File: config.mk
export PLATFORM = sky130hd
export DESIGN_NAME = flash_reset_and_write_guard
export DESIGN_NICKNAME = d
export VERILOG_FILES = /design/src/flash_guard_pkg.sv /design/src/flash_reset_and_write_guard.sv
export VERILOG_INCLUDE_DIRS = /design/src /design/src/src
export SDC_FILE = /design/constraint.sdc
export NUM_CORES = 1
export LEC_CHECK = 0
export BUFFER_PORTS_ARGS = -buffer_cell sky130_fd_sc_hd__buf_2
export CAP_MARGIN = 20
export CORE_ASPECT_RATIO = 0.5
export CORE_MARGIN = 2
export CORE_UTILIZATION = 35
export CTS_BUF_LIST = sky130_fd_sc_hd__clkbuf_4 sky130_fd_sc_hd__clkbuf_8 sky130_fd_sc_hd__clkbuf_16
export DETAILED_ROUTE_END_ITERATION = 12
export PLACE_DENSITY_LB_ADDON = 0.25
export SYNTH_ARGS = -nofsm -noshare
export SYNTH_HDL_FRONTEND = slang
export SYNTH_SLANG_ARGS = --single-unit
File: constraint.sdc
create_clock -name clock -period 5.6 [get_ports clock]
set_input_delay 0.28 -clock clock [delete_from_list [all_inputs] [get_ports clock]]
set_output_delay 0.28 -clock clock [all_outputs]
set_load 0.01 [all_outputs]
File: src/flash_guard_cfg.svh
// constants of the flash reset and write guard: opcodes, status bit
// positions, reset values and timing counts.
// assumes a 10 MHz core clock and a serial clock much slower than it.
`ifndef FLASH_GUARD_CFG_SVH
`define FLASH_GUARD_CFG_SVH

// opcodes
`define OPC_WREN 8'h06
`define OPC_WRDI 8'h04
`define OPC_RDSR1 8'h05
`define OPC_RDSR2 8'h35
`define OPC_RDSR3 8'h15
`define OPC_WRSR1 8'h01
`define OPC_WRSR2 8'h31
`define OPC_WRSR3 8'h11
`define OPC_PP 8'h02
`define OPC_QPP 8'h32
`define OPC_SE 8'h20
`define OPC_BE32 8'h52
`define OPC_BE64 8'hd8
`define OPC_CE1 8'hc7
`define OPC_CE2 8'h60
`define OPC_SECER 8'h44
`define OPC_SECPG 8'h42
`define OPC_SUSP 8'h75
`define OPC_RESUME 8'h7a
`define OPC_PD 8'hb9
`define OPC_RELPD 8'hab
`define OPC_QPI_ON 8'h38
`define OPC_QPI_OFF 8'hff
`define OPC_RST_ARM 8'h66
`define OPC_RST 8'h99

// status register bit positions
`define SR1_BUSY 0
`define SR1_WEL 1
`define SR1_BP_LO 2
`define SR1_TB 5
`define SR1_SEC 6
`define SR1_STATUS_GUARD_LO 7
`define SR2_STATUS_GUARD_HI 0
`define SR2_QE 1
`define SR2_LB_LO 3
`define SR2_CMP 6
`define SR2_SUS 7
`define SR3_DRV_LO 5
`define SR3_HOLD_RST 7

// reset values of the writable fields
`define RST_BP 3'h0
`define RST_TB 1'h0
`define RST_SEC 1'h0
`define RST_CMP 1'h0
`define RST_SRP 2'h0
`define RST_QE 1'h0
`define RST_LB 3'h0
`define RST_DRV 2'h1
`define RST_HOLD_RST 1'h0

// timing
`define CLOCK_PERIOD_NS 100
`define SOFT_RESET_TIME_US 28
`define RESET_PULSE_MIN_US 1
`define POWERUP_WRITE_DELAY_US 1000
`define OP_CYCLES_DEFAULT 64
`define SOFT_RESET_CYC \
  ((`SOFT_RESET_TIME_US * 1000 + `CLOCK_PERIOD_NS - 1) / `CLOCK_PERIOD_NS)
`define RESET_PULSE_CYC \
  ((`RESET_PULSE_MIN_US * 1000 + `CLOCK_PERIOD_NS - 1) / `CLOCK_PERIOD_NS)
`define POWERUP_WRITE_CYC \
  ((`POWERUP_WRITE_DELAY_US * 1000 + `CLOCK_PERIOD_NS - 1) / `CLOCK_PERIOD_NS)

`endif

File: src/flash_guard_pkg.sv
// types of the flash reset and write guard.
// assumes nothing beyond the constants header.
package flash_guard_pkg;

  // internal operation state
  typedef enum logic [1:0] {
    OP_IDLE,
    OP_RUN,
    OP_SUSP,
    OP_SRST
  } op_state_t;

  // instruction classes
  typedef enum logic [3:0] {
    CL_NONE,
    CL_WREN,
    CL_WRDI,
    CL_RDSR,
    CL_WRSR,
    CL_PROG,
    CL_ERASE,
    CL_SUSP,
    CL_RESUME,
    CL_PD,
    CL_RELPD,
    CL_QPI_ON,
    CL_QPI_OFF,
    CL_ARM,
    CL_RST
  } cmd_class_t;

endpackage

File: src/flash_reset_and_write_guard.sv
// reset and write protection control of a serial flash device.
// assumes sclk, cs_n and io_in are asynchronous pins, sys_rst is the
// internal power-on reset, and the serial clock is at least 8x slower.
`include "flash_guard_cfg.svh"

module flash_reset_and_write_guard
  import flash_guard_pkg::*;
#(
  parameter int OP_CYCLES = `OP_CYCLES_DEFAULT,
  parameter int PU_CYCLES = `POWERUP_WRITE_CYC
) (
  input wire logic clock,
  input wire logic sys_rst,
  input wire logic cs_n,
  input wire logic sclk,
  input wire logic [3:0] io_in,
  output logic [3:0] io_out,
  output logic [3:0] io_oe,
  output logic busy_flag,
  output logic write_enable_latch,
  output logic quad_lines_enable,
  output logic four_line_instruction_mode,
  output logic deep_power_down
);

  ////////////////////////////////////////////////////////////////////////
  // decoding helpers

  // opcode to instruction class
  function automatic cmd_class_t class_of(input logic [7:0] opc);
    unique case (opc)
      `OPC_WREN: class_of = CL_WREN;
      `OPC_WRDI: class_of = CL_WRDI;
      `OPC_RDSR1, `OPC_RDSR2, `OPC_RDSR3: class_of = CL_RDSR;
      `OPC_WRSR1, `OPC_WRSR2, `OPC_WRSR3: class_of = CL_WRSR;
      `OPC_PP, `OPC_QPP, `OPC_SECPG: class_of = CL_PROG;
      `OPC_SE, `OPC_BE32, `OPC_BE64, `OPC_CE1, `OPC_CE2,
      `OPC_SECER: class_of = CL_ERASE;
      `OPC_SUSP: class_of = CL_SUSP;
      `OPC_RESUME: class_of = CL_RESUME;
      `OPC_PD: class_of = CL_PD;
      `OPC_RELPD: class_of = CL_RELPD;
      `OPC_QPI_ON: class_of = CL_QPI_ON;
      `OPC_QPI_OFF: class_of = CL_QPI_OFF;
      `OPC_RST_ARM: class_of = CL_ARM;
      `OPC_RST: class_of = CL_RST;
      default: class_of = CL_NONE;
    endcase
  endfunction

  // whether the device state lets an instruction class in
  function automatic logic admits(input cmd_class_t cls,
                                  input op_state_t op,
                                  input logic pd,
                                  input logic pu_done);
    logic wr;
    wr = (cls == CL_WREN) || (cls == CL_WRSR) ||
         (cls == CL_PROG) || (cls == CL_ERASE);
    if (op == OP_SRST) begin
      admits = 1'b0;
    end else if (pd) begin
      admits = (cls == CL_RELPD);
    end else if (op == OP_RUN) begin
      admits = (cls == CL_RDSR) || (cls == CL_SUSP);
    end else if (wr && !pu_done) begin
      admits = 1'b0;
    end else begin
      admits = (cls != CL_NONE);
    end
  endfunction

  ////////////////////////////////////////////////////////////////////////
  // pin synchronisers and edge detect

  logic cs_m_q, cs_s_q, cs_d_q;
  logic sclk_m_q, sclk_s_q, sclk_d_q;
  logic [3:0] io_m_q, io_s_q;

  // two flops per pin, one more for edges
  always_ff @(posedge clock) begin
    if (sys_rst) begin
      cs_m_q <= 1'b1;
      cs_s_q <= 1'b1;
      cs_d_q <= 1'b1;
      sclk_m_q <= 1'b0;
      sclk_s_q <= 1'b0;
      sclk_d_q <= 1'b0;
      io_m_q <= 4'hf;
      io_s_q <= 4'hf;
    end else begin
      cs_m_q <= cs_n;
      cs_s_q <= cs_m_q;
      cs_d_q <= cs_s_q;
      sclk_m_q <= sclk;
      sclk_s_q <= sclk_m_q;
      sclk_d_q <= sclk_s_q;
      io_m_q <= io_in;
      io_s_q <= io_m_q;
    end
  end

  logic sclk_rise, sclk_fall, cs_rise;
  assign sclk_rise = sclk_s_q & ~sclk_d_q;
  assign sclk_fall = ~sclk_s_q & sclk_d_q;
  assign cs_rise = cs_s_q & ~cs_d_q;

  ////////////////////////////////////////////////////////////////////////
  // status fields

  logic [2:0] protect_extent_q;
  logic protect_from_low_end_q, protect_granule_q, protect_invert_q;
  logic status_guard_lo_q, status_guard_hi_q, quad_lines_enable_q;
  logic [2:0] lock_bits_q;
  logic suspended_q, hold_or_reset_q;
  logic [1:0] drive_q;
  logic busy_q, wel_q, qpi_q, pd_q, armed_q, pu_done_q;
  op_state_t op_q;

  ////////////////////////////////////////////////////////////////////////
  // shared pin role and hardware reset

  logic pin_reset_low, hold_low, hw_fire;
  logic [7:0] rst_cnt_q;

  // pin role from config and quad bit
  assign pin_reset_low = ~quad_lines_enable_q & hold_or_reset_q & ~io_s_q[3];
  assign hold_low = ~quad_lines_enable_q & ~hold_or_reset_q & ~io_s_q[3] &
                    ~cs_s_q;

  // low time qualifier, fires once per pulse
  always_ff @(posedge clock) begin
    if (sys_rst || !pin_reset_low) begin
      rst_cnt_q <= 8'h00;
    end else if (rst_cnt_q != 8'(`RESET_PULSE_CYC)) begin
      rst_cnt_q <= rst_cnt_q + 8'h01;
    end
  end
  assign hw_fire = pin_reset_low &&
                   (rst_cnt_q == 8'(`RESET_PULSE_CYC - 1));

  ////////////////////////////////////////////////////////////////////////
  // instruction shifter

  logic [3:0] bit_cnt_q, bit_cnt_d;
  logic [7:0] shift_q, shift_d;
  logic have_cmd_q, byte_done;
  cmd_class_t cls_q;
  logic [7:0] opc_q, data0_q, data1_q;
  logic [1:0] nbytes_q;
  logic frame_clr;

  // pin low overrides the serial bus
  assign frame_clr = cs_s_q | pin_reset_low;
  assign shift_d = qpi_q ? {shift_q[3:0], io_s_q} :
                           {shift_q[6:0], io_s_q[0]};
  assign bit_cnt_d = bit_cnt_q + (qpi_q ? 4'h4 : 4'h1);
  assign byte_done = sclk_rise & ~hold_low & (bit_cnt_d == 4'h8);

  // bit and byte collection
  always_ff @(posedge clock) begin
    if (sys_rst || frame_clr) begin
      bit_cnt_q <= 4'h0;
      shift_q <= 8'h00;
      have_cmd_q <= 1'b0;
      cls_q <= CL_NONE;
      opc_q <= 8'h00;
      data0_q <= 8'h00;
      data1_q <= 8'h00;
      nbytes_q <= 2'h0;
    end else if (sclk_rise && !hold_low) begin
      shift_q <= shift_d;
      bit_cnt_q <= byte_done ? 4'h0 : bit_cnt_d;
      if (byte_done && !have_cmd_q) begin
        have_cmd_q <= 1'b1;
        opc_q <= shift_d;
        cls_q <= class_of(shift_d);
      end else if (byte_done) begin
        if (nbytes_q == 2'h0) begin
          data0_q <= shift_d;
        end else if (nbytes_q == 2'h1) begin
          data1_q <= shift_d;
        end
        if (nbytes_q != 2'h3) begin
          nbytes_q <= nbytes_q + 2'h1;
        end
      end
    end
  end

  ////////////////////////////////////////////////////////////////////////
  // execution decisions at end of frame

  logic frame_end, exec, sr_open, start_op, srst_go, dev_reset, op_done;

  // whole bytes only; the reset pin blocks the frame entirely
  assign frame_end = cs_rise & have_cmd_q & (bit_cnt_q == 4'h0) &
                     ~pin_reset_low;
  // sys_rst holds every flop, nothing executes
  assign exec = frame_end & admits(cls_q, op_q, pd_q, pu_done_q);

  always_comb begin
    unique case ({status_guard_hi_q, status_guard_lo_q})
      2'b00: sr_open = 1'b1;
      2'b01: sr_open = quad_lines_enable_q | io_s_q[2];
      default: sr_open = 1'b0;
    endcase
  end

  // program, erase and status write need the latch
  assign start_op = exec & (op_q == OP_IDLE) & wel_q &
                    ((cls_q == CL_PROG) || (cls_q == CL_ERASE) ||
                     ((cls_q == CL_WRSR) && sr_open &&
                      (nbytes_q != 2'h0)));
  // armed pair completes the soft reset
  assign srst_go = exec & (cls_q == CL_RST) & armed_q;
  assign dev_reset = hw_fire | srst_go;

  // arm survives only to the very next instruction
  always_ff @(posedge clock) begin
    if (sys_rst || dev_reset) begin
      armed_q <= 1'b0;
    end else if (frame_end) begin
      armed_q <= exec && (cls_q == CL_ARM);
    end
  end

  ////////////////////////////////////////////////////////////////////////
  // operation sequencer

  logic [15:0] op_cnt_q;
  assign op_done = (op_q == OP_RUN) && (op_cnt_q == 16'h0000);

  // busy, suspend and soft reset timing
  always_ff @(posedge clock) begin
    if (sys_rst || hw_fire) begin
      op_q <= OP_IDLE;
      op_cnt_q <= 16'h0000;
      busy_q <= 1'b0;
      suspended_q <= 1'b0;
    end else if (srst_go) begin
      op_q <= OP_SRST;
      op_cnt_q <= 16'(`SOFT_RESET_CYC - 1);
      busy_q <= 1'b0;
      suspended_q <= 1'b0;
    end else begin
      unique case (op_q)
        OP_IDLE: begin
          if (start_op) begin
            op_q <= OP_RUN;
            op_cnt_q <= 16'(OP_CYCLES - 1);
            busy_q <= 1'b1;
          end
        end
        OP_RUN: begin
          if (exec && cls_q == CL_SUSP) begin
            op_q <= OP_SUSP;
            busy_q <= 1'b0;
            suspended_q <= 1'b1;
          end else if (op_done) begin
            op_q <= OP_IDLE;
            busy_q <= 1'b0;
          end else begin
            op_cnt_q <= op_cnt_q - 16'h0001;
          end
        end
        OP_SUSP: begin
          if (exec && cls_q == CL_RESUME) begin
            op_q <= OP_RUN;
            busy_q <= 1'b1;
            suspended_q <= 1'b0;
          end
        end
        OP_SRST: begin
          if (op_cnt_q == 16'h0000) begin
            op_q <= OP_IDLE;
          end else begin
            op_cnt_q <= op_cnt_q - 16'h0001;
          end
        end
      endcase
    end
  end

  ////////////////////////////////////////////////////////////////////////
  // write enable latch, modes and power-up delay

  logic [19:0] pu_cnt_q;

  always_ff @(posedge clock) begin
    if (sys_rst || dev_reset) begin
      wel_q <= 1'b0;
    end else if (op_done) begin
      wel_q <= 1'b0;
    end else if (exec && cls_q == CL_WREN) begin
      wel_q <= 1'b1;
    end else if (exec && cls_q == CL_WRDI) begin
      wel_q <= 1'b0;
    end
  end

  // four-line mode and deep power-down
  always_ff @(posedge clock) begin
    if (sys_rst || dev_reset) begin
      qpi_q <= 1'b0;
      pd_q <= 1'b0;
    end else if (exec) begin
      if (cls_q == CL_QPI_ON && quad_lines_enable_q) begin
        qpi_q <= 1'b1;
      end else if (cls_q == CL_QPI_OFF) begin
        qpi_q <= 1'b0;
      end
      if (cls_q == CL_PD && op_q == OP_IDLE) begin
        pd_q <= 1'b1;
      end else if (cls_q == CL_RELPD) begin
        pd_q <= 1'b0;
      end
    end
  end

  always_ff @(posedge clock) begin
    if (sys_rst) begin
      pu_cnt_q <= 20'h00000;
      pu_done_q <= 1'b0;
    end else if (!pu_done_q) begin
      pu_cnt_q <= pu_cnt_q + 20'h00001;
      pu_done_q <= (pu_cnt_q == 20'(PU_CYCLES - 1));
    end
  end

  ////////////////////////////////////////////////////////////////////////
  // status register writes

  logic wr_sr1, wr_sr2, wr_sr3;
  logic [7:0] sr2_src;
  // guard reset value split into its two bits
  localparam logic [1:0] SRP_RESET = `RST_SRP;
  assign wr_sr1 = start_op && opc_q == `OPC_WRSR1;
  assign wr_sr2 = start_op && ((opc_q == `OPC_WRSR1 && nbytes_q != 2'h1) ||
                               opc_q == `OPC_WRSR2);
  assign wr_sr3 = start_op && opc_q == `OPC_WRSR3;
  assign sr2_src = (opc_q == `OPC_WRSR1) ? data1_q : data0_q;

  always_ff @(posedge clock) begin
    if (sys_rst) begin
      protect_extent_q <= `RST_BP;
      protect_from_low_end_q <= `RST_TB;
      protect_granule_q <= `RST_SEC;
      status_guard_lo_q <= SRP_RESET[0];
      status_guard_hi_q <= SRP_RESET[1];
      protect_invert_q <= `RST_CMP;
      quad_lines_enable_q <= `RST_QE;
      lock_bits_q <= `RST_LB;
      drive_q <= `RST_DRV;
      hold_or_reset_q <= `RST_HOLD_RST;
    end else begin
      if (wr_sr1) begin
        protect_extent_q <= data0_q[`SR1_BP_LO +: 3];
        protect_from_low_end_q <= data0_q[`SR1_TB];
        protect_granule_q <= data0_q[`SR1_SEC];
        status_guard_lo_q <= data0_q[`SR1_STATUS_GUARD_LO];
      end
      if (wr_sr2) begin
        status_guard_hi_q <= sr2_src[`SR2_STATUS_GUARD_HI];
        protect_invert_q <= sr2_src[`SR2_CMP];
        // quad bit cannot be cleared from four-line mode
        quad_lines_enable_q <= sr2_src[`SR2_QE] | qpi_q;
        // one-time lock bits only ever set
        lock_bits_q <= lock_bits_q | sr2_src[`SR2_LB_LO +: 3];
      end
      if (wr_sr3) begin
        drive_q <= data0_q[`SR3_DRV_LO +: 2];
        hold_or_reset_q <= data0_q[`SR3_HOLD_RST];
      end
    end
  end

  ////////////////////////////////////////////////////////////////////////
  // status read out

  logic [7:0] sr1_v, sr2_v, sr3_v, rd_v, tx_q, tx_cur;
  logic [1:0] rd_sel_q;
  logic [2:0] tx_cnt_q;
  logic tx_on_q;

  always_comb begin
    sr1_v = 8'h00;
    sr1_v[`SR1_BUSY] = busy_q;
    sr1_v[`SR1_WEL] = wel_q;
    sr1_v[`SR1_BP_LO +: 3] = protect_extent_q;
    sr1_v[`SR1_TB] = protect_from_low_end_q;
    sr1_v[`SR1_SEC] = protect_granule_q;
    sr1_v[`SR1_STATUS_GUARD_LO] = status_guard_lo_q;
    sr2_v = 8'h00;
    sr2_v[`SR2_STATUS_GUARD_HI] = status_guard_hi_q;
    sr2_v[`SR2_QE] = quad_lines_enable_q;
    sr2_v[`SR2_LB_LO +: 3] = lock_bits_q;
    sr2_v[`SR2_CMP] = protect_invert_q;
    sr2_v[`SR2_SUS] = suspended_q;
    sr3_v = 8'h00;
    sr3_v[`SR3_DRV_LO +: 2] = drive_q;
    sr3_v[`SR3_HOLD_RST] = hold_or_reset_q;
    unique case (rd_sel_q)
      2'h1: rd_v = sr2_v;
      2'h2: rd_v = sr3_v;
      default: rd_v = sr1_v;
    endcase
  end

  // reread the live value at each byte boundary
  assign tx_cur = (tx_cnt_q == 3'h0) ? rd_v : tx_q;

  // read start once the opcode byte is in
  always_ff @(posedge clock) begin
    if (sys_rst || frame_clr || dev_reset) begin
      tx_on_q <= 1'b0;
      rd_sel_q <= 2'h0;
    end else if (byte_done && !have_cmd_q &&
                 class_of(shift_d) == CL_RDSR &&
                 admits(CL_RDSR, op_q, pd_q, pu_done_q)) begin
      tx_on_q <= 1'b1;
      rd_sel_q <= (shift_d == `OPC_RDSR2) ? 2'h1 :
                  (shift_d == `OPC_RDSR3) ? 2'h2 : 2'h0;
    end
  end

  // data out on falling serial clock edges
  always_ff @(posedge clock) begin
    if (sys_rst || frame_clr || hold_low || !tx_on_q) begin
      io_out <= 4'h0;
      io_oe <= 4'h0;
      tx_q <= 8'h00;
      tx_cnt_q <= 3'h0;
    end else if (sclk_fall) begin
      if (qpi_q) begin
        io_out <= tx_cur[7:4];
        io_oe <= 4'hf;
        tx_q <= {tx_cur[3:0], 4'h0};
        tx_cnt_q <= tx_cnt_q + 3'h4;
      end else begin
        io_out <= {2'b00, tx_cur[7], 1'b0};
        io_oe <= 4'h2;
        tx_q <= {tx_cur[6:0], 1'b0};
        tx_cnt_q <= tx_cnt_q + 3'h1;
      end
    end
  end

  ////////////////////////////////////////////////////////////////////////
  // state outputs

  assign busy_flag = busy_q;
  assign write_enable_latch = wel_q;
  assign quad_lines_enable = quad_lines_enable_q;
  assign four_line_instruction_mode = qpi_q;
  assign deep_power_down = pd_q;

endmodule // flash_reset_and_write_guard

### After elaboration in Yosys (flattened, before gate mapping)

Index checks and enable logic that the tools add are counted.

* bits in registers: 145
* input bits: 8
* output and inout bits: 13
* word-level logic and storage cells: 277

* add/sub/neg operators: 7
* equality and inequality tests: 70
* mux-type cells: 50
* bitwise gates (word level): 35
* reductions and logical operators: 71

Operators by type and width (number)
* 16-bit two-way mux: 4
* 8-bit by 7-bit equality test with 1-bit output (second input constant): 7
* 4-bit case mux with 14 select lines: 1
* 8-bit by 6-bit equality test with 1-bit output (second input constant): 6
* 8-bit equality test (second input constant): 6
* 16-bit case mux with 3 select lines: 1
* 4-bit equality test (second input constant): 8
* 8-bit by 3-bit equality test with 1-bit output (second input constant): 3
* 8-bit by 5-bit equality test with 1-bit output (second input constant): 3
* 8-bit two-way mux: 3
* 20-bit by 1-bit adder with 20-bit output (second input constant): 1
* 20-bit by 14-bit equality test with 1-bit output (second input constant): 1
* 1-bit logical AND: 20
* 1-bit two-way mux: 20
* 1-bit AND: 19
* 3-bit != test (second input constant): 6
* 4-bit by 3-bit equality test with 1-bit output (second input constant): 4
* 8-bit by 1-bit equality test with 1-bit output (second input constant): 2
* 16-bit logical NOT: 1
* 2-bit two-way mux: 8
* 4-bit two-way mux: 4
* 8-bit case mux with 2 select lines: 1
* 4-bit AND reduction: 4
* 16-bit by 1-bit subtractor with 16-bit output (second input constant): 1
* 39 further kinds: 99

### Longest topological paths before layout

Gate-level depths: netlist of run 1.

* depth in word-level cells: 18
* mapped depth: 14
* depth with buffers taken out: 9

### Worst setup path before layout of run 1

Ideal clock, no wire load.

* path kind: register to register
* start: reg qpi_q (netlist: four_line_instruction_mode)
* end: reg data1_q[6]
* setup time: 128 ps
* arrival: 2825 ps
* required time: 5472 ps
* path slack: 2648 ps
* cell stages (with the launch flop): 15
* buffers on the path: 5
* clock period less this slack: 2952 ps
* path through: dfxtp_1 > buf_2 > buf_6 > buf_6 > buf_6 > inv_1 > ha_1 > ha_1 > xnor2_1 > nor3b_1 > and3_1 > clkbuf_1 > nand4b_1 > mux2i_1 > nor2_1

* word-level cells in the longest chain between the ends: 7
* elaborated cells on any way between the ends: 8
* classes of those cells: add/sub (1); eq/ne (1); mux (2); bitwise (2); reduce/logical (2)

RTL lines
* start, declared: line flash_reset_and_write_guard.sv:116 `logic busy_q, wel_q, qpi_q, pd_q, armed_q, pu_done_q;`
* start signal, assigned: line flash_reset_and_write_guard.sv:304 `qpi_q <= 1'b0;`
* start signal, assigned: line flash_reset_and_write_guard.sv:308 `qpi_q <= 1'b1;`
* start signal, assigned: line flash_reset_and_write_guard.sv:310 `qpi_q <= 1'b0;`
* 3-bit two-way mux: line flash_reset_and_write_guard.sv:156 `assign bit_cnt_d = bit_cnt_q + (qpi_q ? 4'h4 : 4'h1);`
* 4-bit by 3-bit adder with 4-bit output: line flash_reset_and_write_guard.sv:156
* 4-bit equality test: line flash_reset_and_write_guard.sv:157 `assign byte_done = sclk_rise & ~hold_low & (bit_cnt_d == 4'h8);`
* 1-bit AND: line flash_reset_and_write_guard.sv:157
* 1-bit logical AND: line flash_reset_and_write_guard.sv:173 `if (byte_done && !have_cmd_q) begin`
* 1-bit inverter (no source line)
* 5-bit AND reduction (no source line)
* end signal, assigned: line flash_reset_and_write_guard.sv:181 `data1_q <= shift_d;`
* end, declared: line flash_reset_and_write_guard.sv:148 `logic [7:0] opc_q, data0_q, data1_q;`

Several ways; a longest one is shown, not always the timed one.
A chain may end at the register's enable or synchronous reset.

### Worst setup path in the final report of run 1

* start: reg qpi_q (netlist: four_line_instruction_mode)
* end: reg rd_sel_q[0]

* word-level cells in the longest chain between the ends: 8
* elaborated cells on any way between the ends: 41
* classes of those cells: add/sub (1); eq/ne (27); mux (5); bitwise (1); reduce/logical (7)

RTL lines
* 8-bit two-way mux: line flash_reset_and_write_guard.sv:154 `assign shift_d = qpi_q ? {shift_q[3:0], io_s_q} :`
* 8-bit by 6-bit equality test with 1-bit output (tied with other cells): line flash_reset_and_write_guard.sv:31 `unique case (opc)`
* 6-bit OR reduction or 3-bit OR reduction (tied branches): line flash_reset_and_write_guard.sv:31
* 4-bit case mux with 14 select lines: line flash_reset_and_write_guard.sv:31
* 4-bit two-way mux: line flash_reset_and_write_guard.sv:414 `if (sys_rst || frame_clr || dev_reset) begin`
* 4-bit by 2-bit equality test with 1-bit output: line flash_reset_and_write_guard.sv:418 `class_of(shift_d) == CL_RDSR &&`
* 1-bit logical AND: line flash_reset_and_write_guard.sv:417 `end else if (byte_done && !have_cmd_q &&`
* 1-bit logical AND: line flash_reset_and_write_guard.sv:418
* end signal, assigned: line flash_reset_and_write_guard.sv:421 `` rd_sel_q <= (shift_d == `OPC_RDSR2) ? 2'h1 : ``
* end, declared: line flash_reset_and_write_guard.sv:381 `logic [1:0] rd_sel_q;`

Several ways; a longest one is shown, not always the timed one. The select of a mux whose other input is x is not followed.

==> results.ini, run 1 <==
[timing]
slew_viol_final=0
worstMarginPinSlew_ps=878
period_needed_ps=3550
max_freq_mhz=282
slew_headroom_pct=39.9
skew_ps=14.9
period_share_pct=63.4
setup_viol=0
setup-tns-final_ps=0
hold_violations=0
rsz0062_at_grt=false

[critical_path]
end_kind=register
start_kind=register
required_ps=5950
cp_data_arrival_time_ps=3900
crit_chain=buf_4, ha_1, xnor2_1, nor3b_1, and4b_1, nand4b_1, nor4b_4, mux2i_1
max_stage_delay_ps=790
cpMaxStageDelayCell=and4b_1
path_buf_inv=1
critical_path.top_delay_family=simple AND/OR/NAND/NOR gates
critPathKind=register to register
worstPathMaxFanout=40

[placement]
numPortBuffers=20
post-dp-hpwl_mm=12.2
post-place-cells=1081
gp_congestion=0.836
placed_area_um2=7520

[drt]
route.detailed.drc=0
ant_nets=0
viasPerCell=5.39
wl_per_cell_um=15.5
drtIter0Drc=410
wl_mm=17.3
vias=6003
drt_first_pass_iters=5

[power]
ir_drop_v=0.000164
p_int_uw=1700
seq_power_share_pct=44.1
netSwitchingPower_uw=679
p_clk_share_pct=46.2
comb_power_share_pct=9.7
power_density_nw_per_um2=294
p_leak_uw=0.00287
swShare_pct=28.5

[floorplanning]
die_h_um=106
rows=37
dieArea_um2=22100
core-area_um2=20500
initial_core_util_pct=35.6
die_w_um=208
io_pins=21

[clock_tree]
clk-insertion-delay-late_ps=430
ctsHtreeMaxLevel=4
root_buffer=clkbuf_16
cts_made_buffers=17
ctsHoldBuffers=0
clock-sinks=141
cts_resized=0
cts_tree=done
post_cts_buffers=0
cts_buffer_depth=2
cts.clk_slew.worst_paths_ps=70

[synth]
synth_cell_types=82
synth_area_leaders=dfxtp_1 (39%), nor2_1 (6.1%), mux2i_1 (5.5%)
synthCells=833
ys_warn_count=0
syn_area_um2=7290
yosysTopAreaCellShare_pct=38.7
synth_edf_count=0
seq_area_frac_synth_pct=38.7
synth_top_area_cell=dfxtp_1
async_flop_share_pct=0
syn_nets=862
ys_seq_elements=141
ys.flop_type=dfxtp_1
syn_area_per_cell_um2=8.75

[final_layout]
fin_area_um2=8100
areaGrowthSynthToFinish_pct=11.1
layout.nets=857
layout-drive-gt1-share_pct=13.1
antenna_cells=0
instances_no_fill=1114

[grt]
grt_pass1_wl_mm=28.9
grt_max_degree=56
grt_pass1_vias=5622
antenna_found_initial=0
track_usage_pct=16.3
grt_overflow_total=0

[status]
status=completed

[job]
cap_violations=0

[hold_path]
hold_class=primary input to register

-- worst paths after layout --
path | end | cells past startpoint | slack, ps | startpoint
min | io_m_q[0] | 2 | 30 | io_in[0]
max | rd_sel_q[0] | 8 | 2050 | four_line_instruction_mode
max reg2reg | rd_sel_q[0] | 8 | 2050 | four_line_instruction_mode
min reg2reg | io_s_q[0] | 1 | 410 | io_m_q[0]
-- kinds of logic (layout without fill, tap and decap cells) --
logic type / Yosys count / after routing / synth area share (%)
and+or+nand+nor: 347 / 347 / 26.1
AOI/OAI and AO/OA: 168 / 168 / 15.8
DFF: 141 / 141 / 38.7
buffers and inverters: 73 / 81 / 4.64
muxes: 53 / 53 / 7.54
xor gates and xnor gates: 30 / 30 / 3.61
adders and majority gates: 21 / 21 / 3.61
-- metrics by stage --
stage | setup WS (ps) | utilization [%] | hold slack, ps | power (µW)
after floorplan | 2650 | - | 384 | 1250
after CTS | 2090 | 39.5 | 15.1 | 2410
after global placement | 2240 | 36.7 | 392 | 1300
after global routing | 1770 | 39.6 | 17.1 | 2500
after detailed placement | 2110 | 36.7 | 398 | 1300
final | 2050 | 39.6 | 31.3 | 2380
-- flip-flops by register name (all words and copies together), names as in the netlist, 4 cells and up --
name / count
rst_cnt_q: 8
data0_q: 8
pu_cnt_q: 20
tx_q: 7
shift_q: 7
io_s_q: 4
op_cnt_q: 16
opc_q: 8
io_m_q: 4
io_out: 4
cls_q: 4
bit_cnt_q: 4
data1_q: 6
-- cell usage in the layout, fill, tap and decap left out, drive strengths merged, types with 17 or more instances in the layout --
cell type / n
a21oi: 51
ha: 21
nor2: 120
nand2: 51
a211oi: 24
nand3: 17
mux2i: 41
inv: 35
o21ai: 22
or2: 21
dfxtp: 141
clkbuf: 17
nor3: 24
buf: 25
xor2: 18
-- area by class of cell --
class / instances / area (µm²)
fill: 2074 / 12400
inverter: 24 / 90.1
sequential: 141 / 2820
clock inverter: 15 / 144
multi-input combinational: 619 / 4130
clock buffer: 17 / 425
tap: 273 / 342
timing repair buffer: 25 / 141
-- cell usage after synthesis (all sizes together) (6+ instances only) --
master	n
a211oi	24
nor2	120
nand4	13
xor2	18
clkbuf	28
o31ai	11
or2	21
nor3	24
a21oi	51
buf	21
and3	8
o21ai	22
nor4	13
or3b	6
nand3b	10
xnor2	12
or3	8
inv	24
nor3b	13
mux2i	41
nand2	51
nand3	17
or4	11
mux2	12
o211ai	12
a22oi	6
nor2b	8
dfxtp	141
ha	21
-- layer usage --
layer | GRT usage, % | part of all wire, % | vias up
li1 | - | - | 3009
met2 | 25.0 | 43 | 109
met5 | 0 | 0 | -
met3 | 4.02 | 4.1 | 14
met4 | 4.96 | 1.1 | 0
met1 | 22.6 | 51 | 2871
-- power by group through the flow --
stage | sequential [µW] | combinational (µW) | clock, µW
floorplan | 1060 | 188 | 0
global placement | 1070 | 226 | 0
detailed placement | 1070 | 228 | 0
CTS | 1050 | 230 | 1130
global route | 1050 | 264 | 1180
finish | 1050 | 231 | 1100
No activity file was read; power rests on OpenSTA's default activity.
==> inputs of run 2 (changes only) <==
ABC_AREA = 1   (was default)
clock period = 3.17 ns   (was 5.6 ns; I/O delays follow)
==> run 2 against run 1 <==
Sequential share of layout area fell by 1.0 points. Register-to-register slack got worse by 1500 ps. Clock-buffer cell count up 2. First-iteration DRC count is 10% lower. Wire length increased by 6.5%. Critical endpoint is now data1_q[5]. Largest power group unchanged. Highest routed layer unchanged.
==> results.ini, run 2 <==
[synth]
synth_cell_types=42
syn_area_per_cell_um2=6.87
synth_common_cells=nand2_1 (194), nor2_1 (143), dfxtp_1 (141), inv_1 (141), a21oi_1 (96)
seq_area_frac_synth_pct=39.1
syn_area_um2=7220
ys_seq_elements=141
synth_edf_count=0
yosysTopAreaCellShare_pct=39.1
ys_warn_count=0
synth.most_common_cell=nand2_1
synthCells=1051
ys.flop_type=dfxtp_1
synth_area_leaders=dfxtp_1 (39%), nand2_1 (10%), nor2_1 (7.4%)
syn_nets=1080
synth_top_area_cell=dfxtp_1
async_flop_share_pct=0

[timing]
period_share_pct=81.1
max_freq_mhz=389
slew_viol_final=0
period_needed_ps=2570
hold_violations=0
slew_headroom_pct=56.5
skew_ps=15.1
rsz0062_at_grt=false
setup-tns-final_ps=0
setup_viol=0
worstMarginPinSlew_ps=651

[floorplanning]
die_h_um=106
initial_core_util_pct=35.4
dieArea_um2=21900
die_w_um=207
core-area_um2=20400
rows=37
io_pins=21

[drt]
wl_per_cell_um=13.5
vias=6652
drtIter0Drc=368
wl_mm=18.4
ant_nets=0
viasPerCell=4.87
drt_first_pass_iters=5
route.detailed.drc=0

[job]
cap_violations=0

[clock_tree]
ctsHtreeMaxLevel=4
post_cts_buffers=0
root_buffer=clkbuf_16
cts.clk_slew.worst_paths_ps=70
cts_made_buffers=17
clock-sinks=141
clk-insertion-delay-late_ps=430
cts_buffer_depth=2
cts_tree=done
ctsHoldBuffers=6
cts_resized=0

[critical_path]
rrSetupSlack_ps=600
start_kind=register
worstPathMaxFanout=19
critPathKind=register to register
r2r-start=four_line_instruction_mode
reg2regPathDepth=14
timing.rr.end=data1_q[5]
end_kind=register
required_ps=3540
cp_data_arrival_time_ps=2940

[final_layout]
top_register=pu_cnt_q
largest_reg_flops=20
layout_commonest_cell=nand2_1
seq_area_um2=2820
antenna_cells=0
fin_area_um2=8340
areaGrowthSynthToFinish_pct=15.4
multi_input_area_um2=3710
top_regs=pu_cnt_q (20), op_cnt_q (16)
final_cell_mix=nand2_1 (194), nor2_1 (143), inv_1 (141), dfxtp_1 (141), a21oi_1 (96)
layout-drive-gt1-share_pct=9.70
fillCellCount=2128
layout.nets=1110

[placement]
gp_congestion=0.866
placed_area_um2=7610
post-dp-hpwl_mm=13.7
numPortBuffers=20

[hold_path]
min-delay-start=sys_rst
hold_path_end=lock_bits_q[1]
hold_path_depth=3
hold_class=primary input to register

[power]
power_density_nw_per_um2=541
p_leak_uw=0.00331
ir_drop_v=0.000270

[grt]
grt_pass1_wl_mm=30.8
grt_pass1_vias=6225
antenna_found_initial=0
grt_overflow_total=0
grt_max_degree=28
track_usage_pct=17.5

[status]
status=completed

run 2: critical path: stages (launching register included):
cell	delay, ps
dfxtp_1	350
buf_4	210
ha_1	330
inv_1	50
o31ai_1	290
inv_1	70
nand2_1	60
nand3_1	80
inv_1	80
nand2_1	90
nor2_4	340
nand3_1	280
nand2_1	130
inv_1	50
nor2_1	100
run 2: worst max-delay path by stage:
| stage | to | cells after the start | start | slack (ps) |
|---|---|---|---|---|
| floorplan | cls_q[0] | 13 | four_line_instruction_mode | 950 |
| global placement | op_cnt_q[7] | 14 | nbytes_q[0] | 740 |
| detailed placement | data1_q[5] | 14 | four_line_instruction_mode | 620 |
| CTS | data1_q[5] | 14 | four_line_instruction_mode | 600 |
| global route | data1_q[3] | 14 | four_line_instruction_mode | 340 |
| finish | data1_q[5] | 14 | four_line_instruction_mode | 600 |
run 2: kinds of logic (layout without fill, tap and decap cells):
group | count (synthesis) | count (layout) | synth area share (%)
compound gates | 197 | 197 | 14.7
flops | 141 | 141 | 39.1
simple gates | 501 | 501 | 30.9
buf+inv | 174 | 216 | 9.56
fa+ha+maj | 21 | 21 | 3.64
xor+xnor | 17 | 17 | 2.06
run 2: metal layers:
metal / wire [µm] / track usage, %
met5: 0 / 0
met4: 229 / 6.02
met3: 800 / 3.49
met2: 7880 / 27.5
met1: 9510 / 24.0
run 2: layout make-up:
| type | instances | share of cell area, % |
|---|---|---|
| Tap cell | 273 | 4.10 |
| Sequential cell | 141 | 33.9 |
| Timing Repair Buffer | 37 | 2.91 |
| Inverter | 148 | 6.66 |
| Clock buffer | 19 | 5.43 |
| Multi-Input combinational cell | 736 | 44.5 |
| Clock inverter | 12 | 2.52 |
run 2: power breakdown:
part | internal (µW) | switching [µW]
Clock | 1440 | 815
Sequential | 1800 | 29.1
Combinational | 163 | 254
run 2: per-stage QoR:
stage	utilization, %	setup slack (ps)	std cells	power (µW)	hold slack [ps]
floorplan	-	950	1051	2190	262
global placement	37.3	743	1329	2280	349
detailed placement	37.3	619	1329	2280	347
CTS	40.8	604	1366	4550	233
global route	40.8	338	1366	4680	276
finish	40.8	598	1366	4510	241
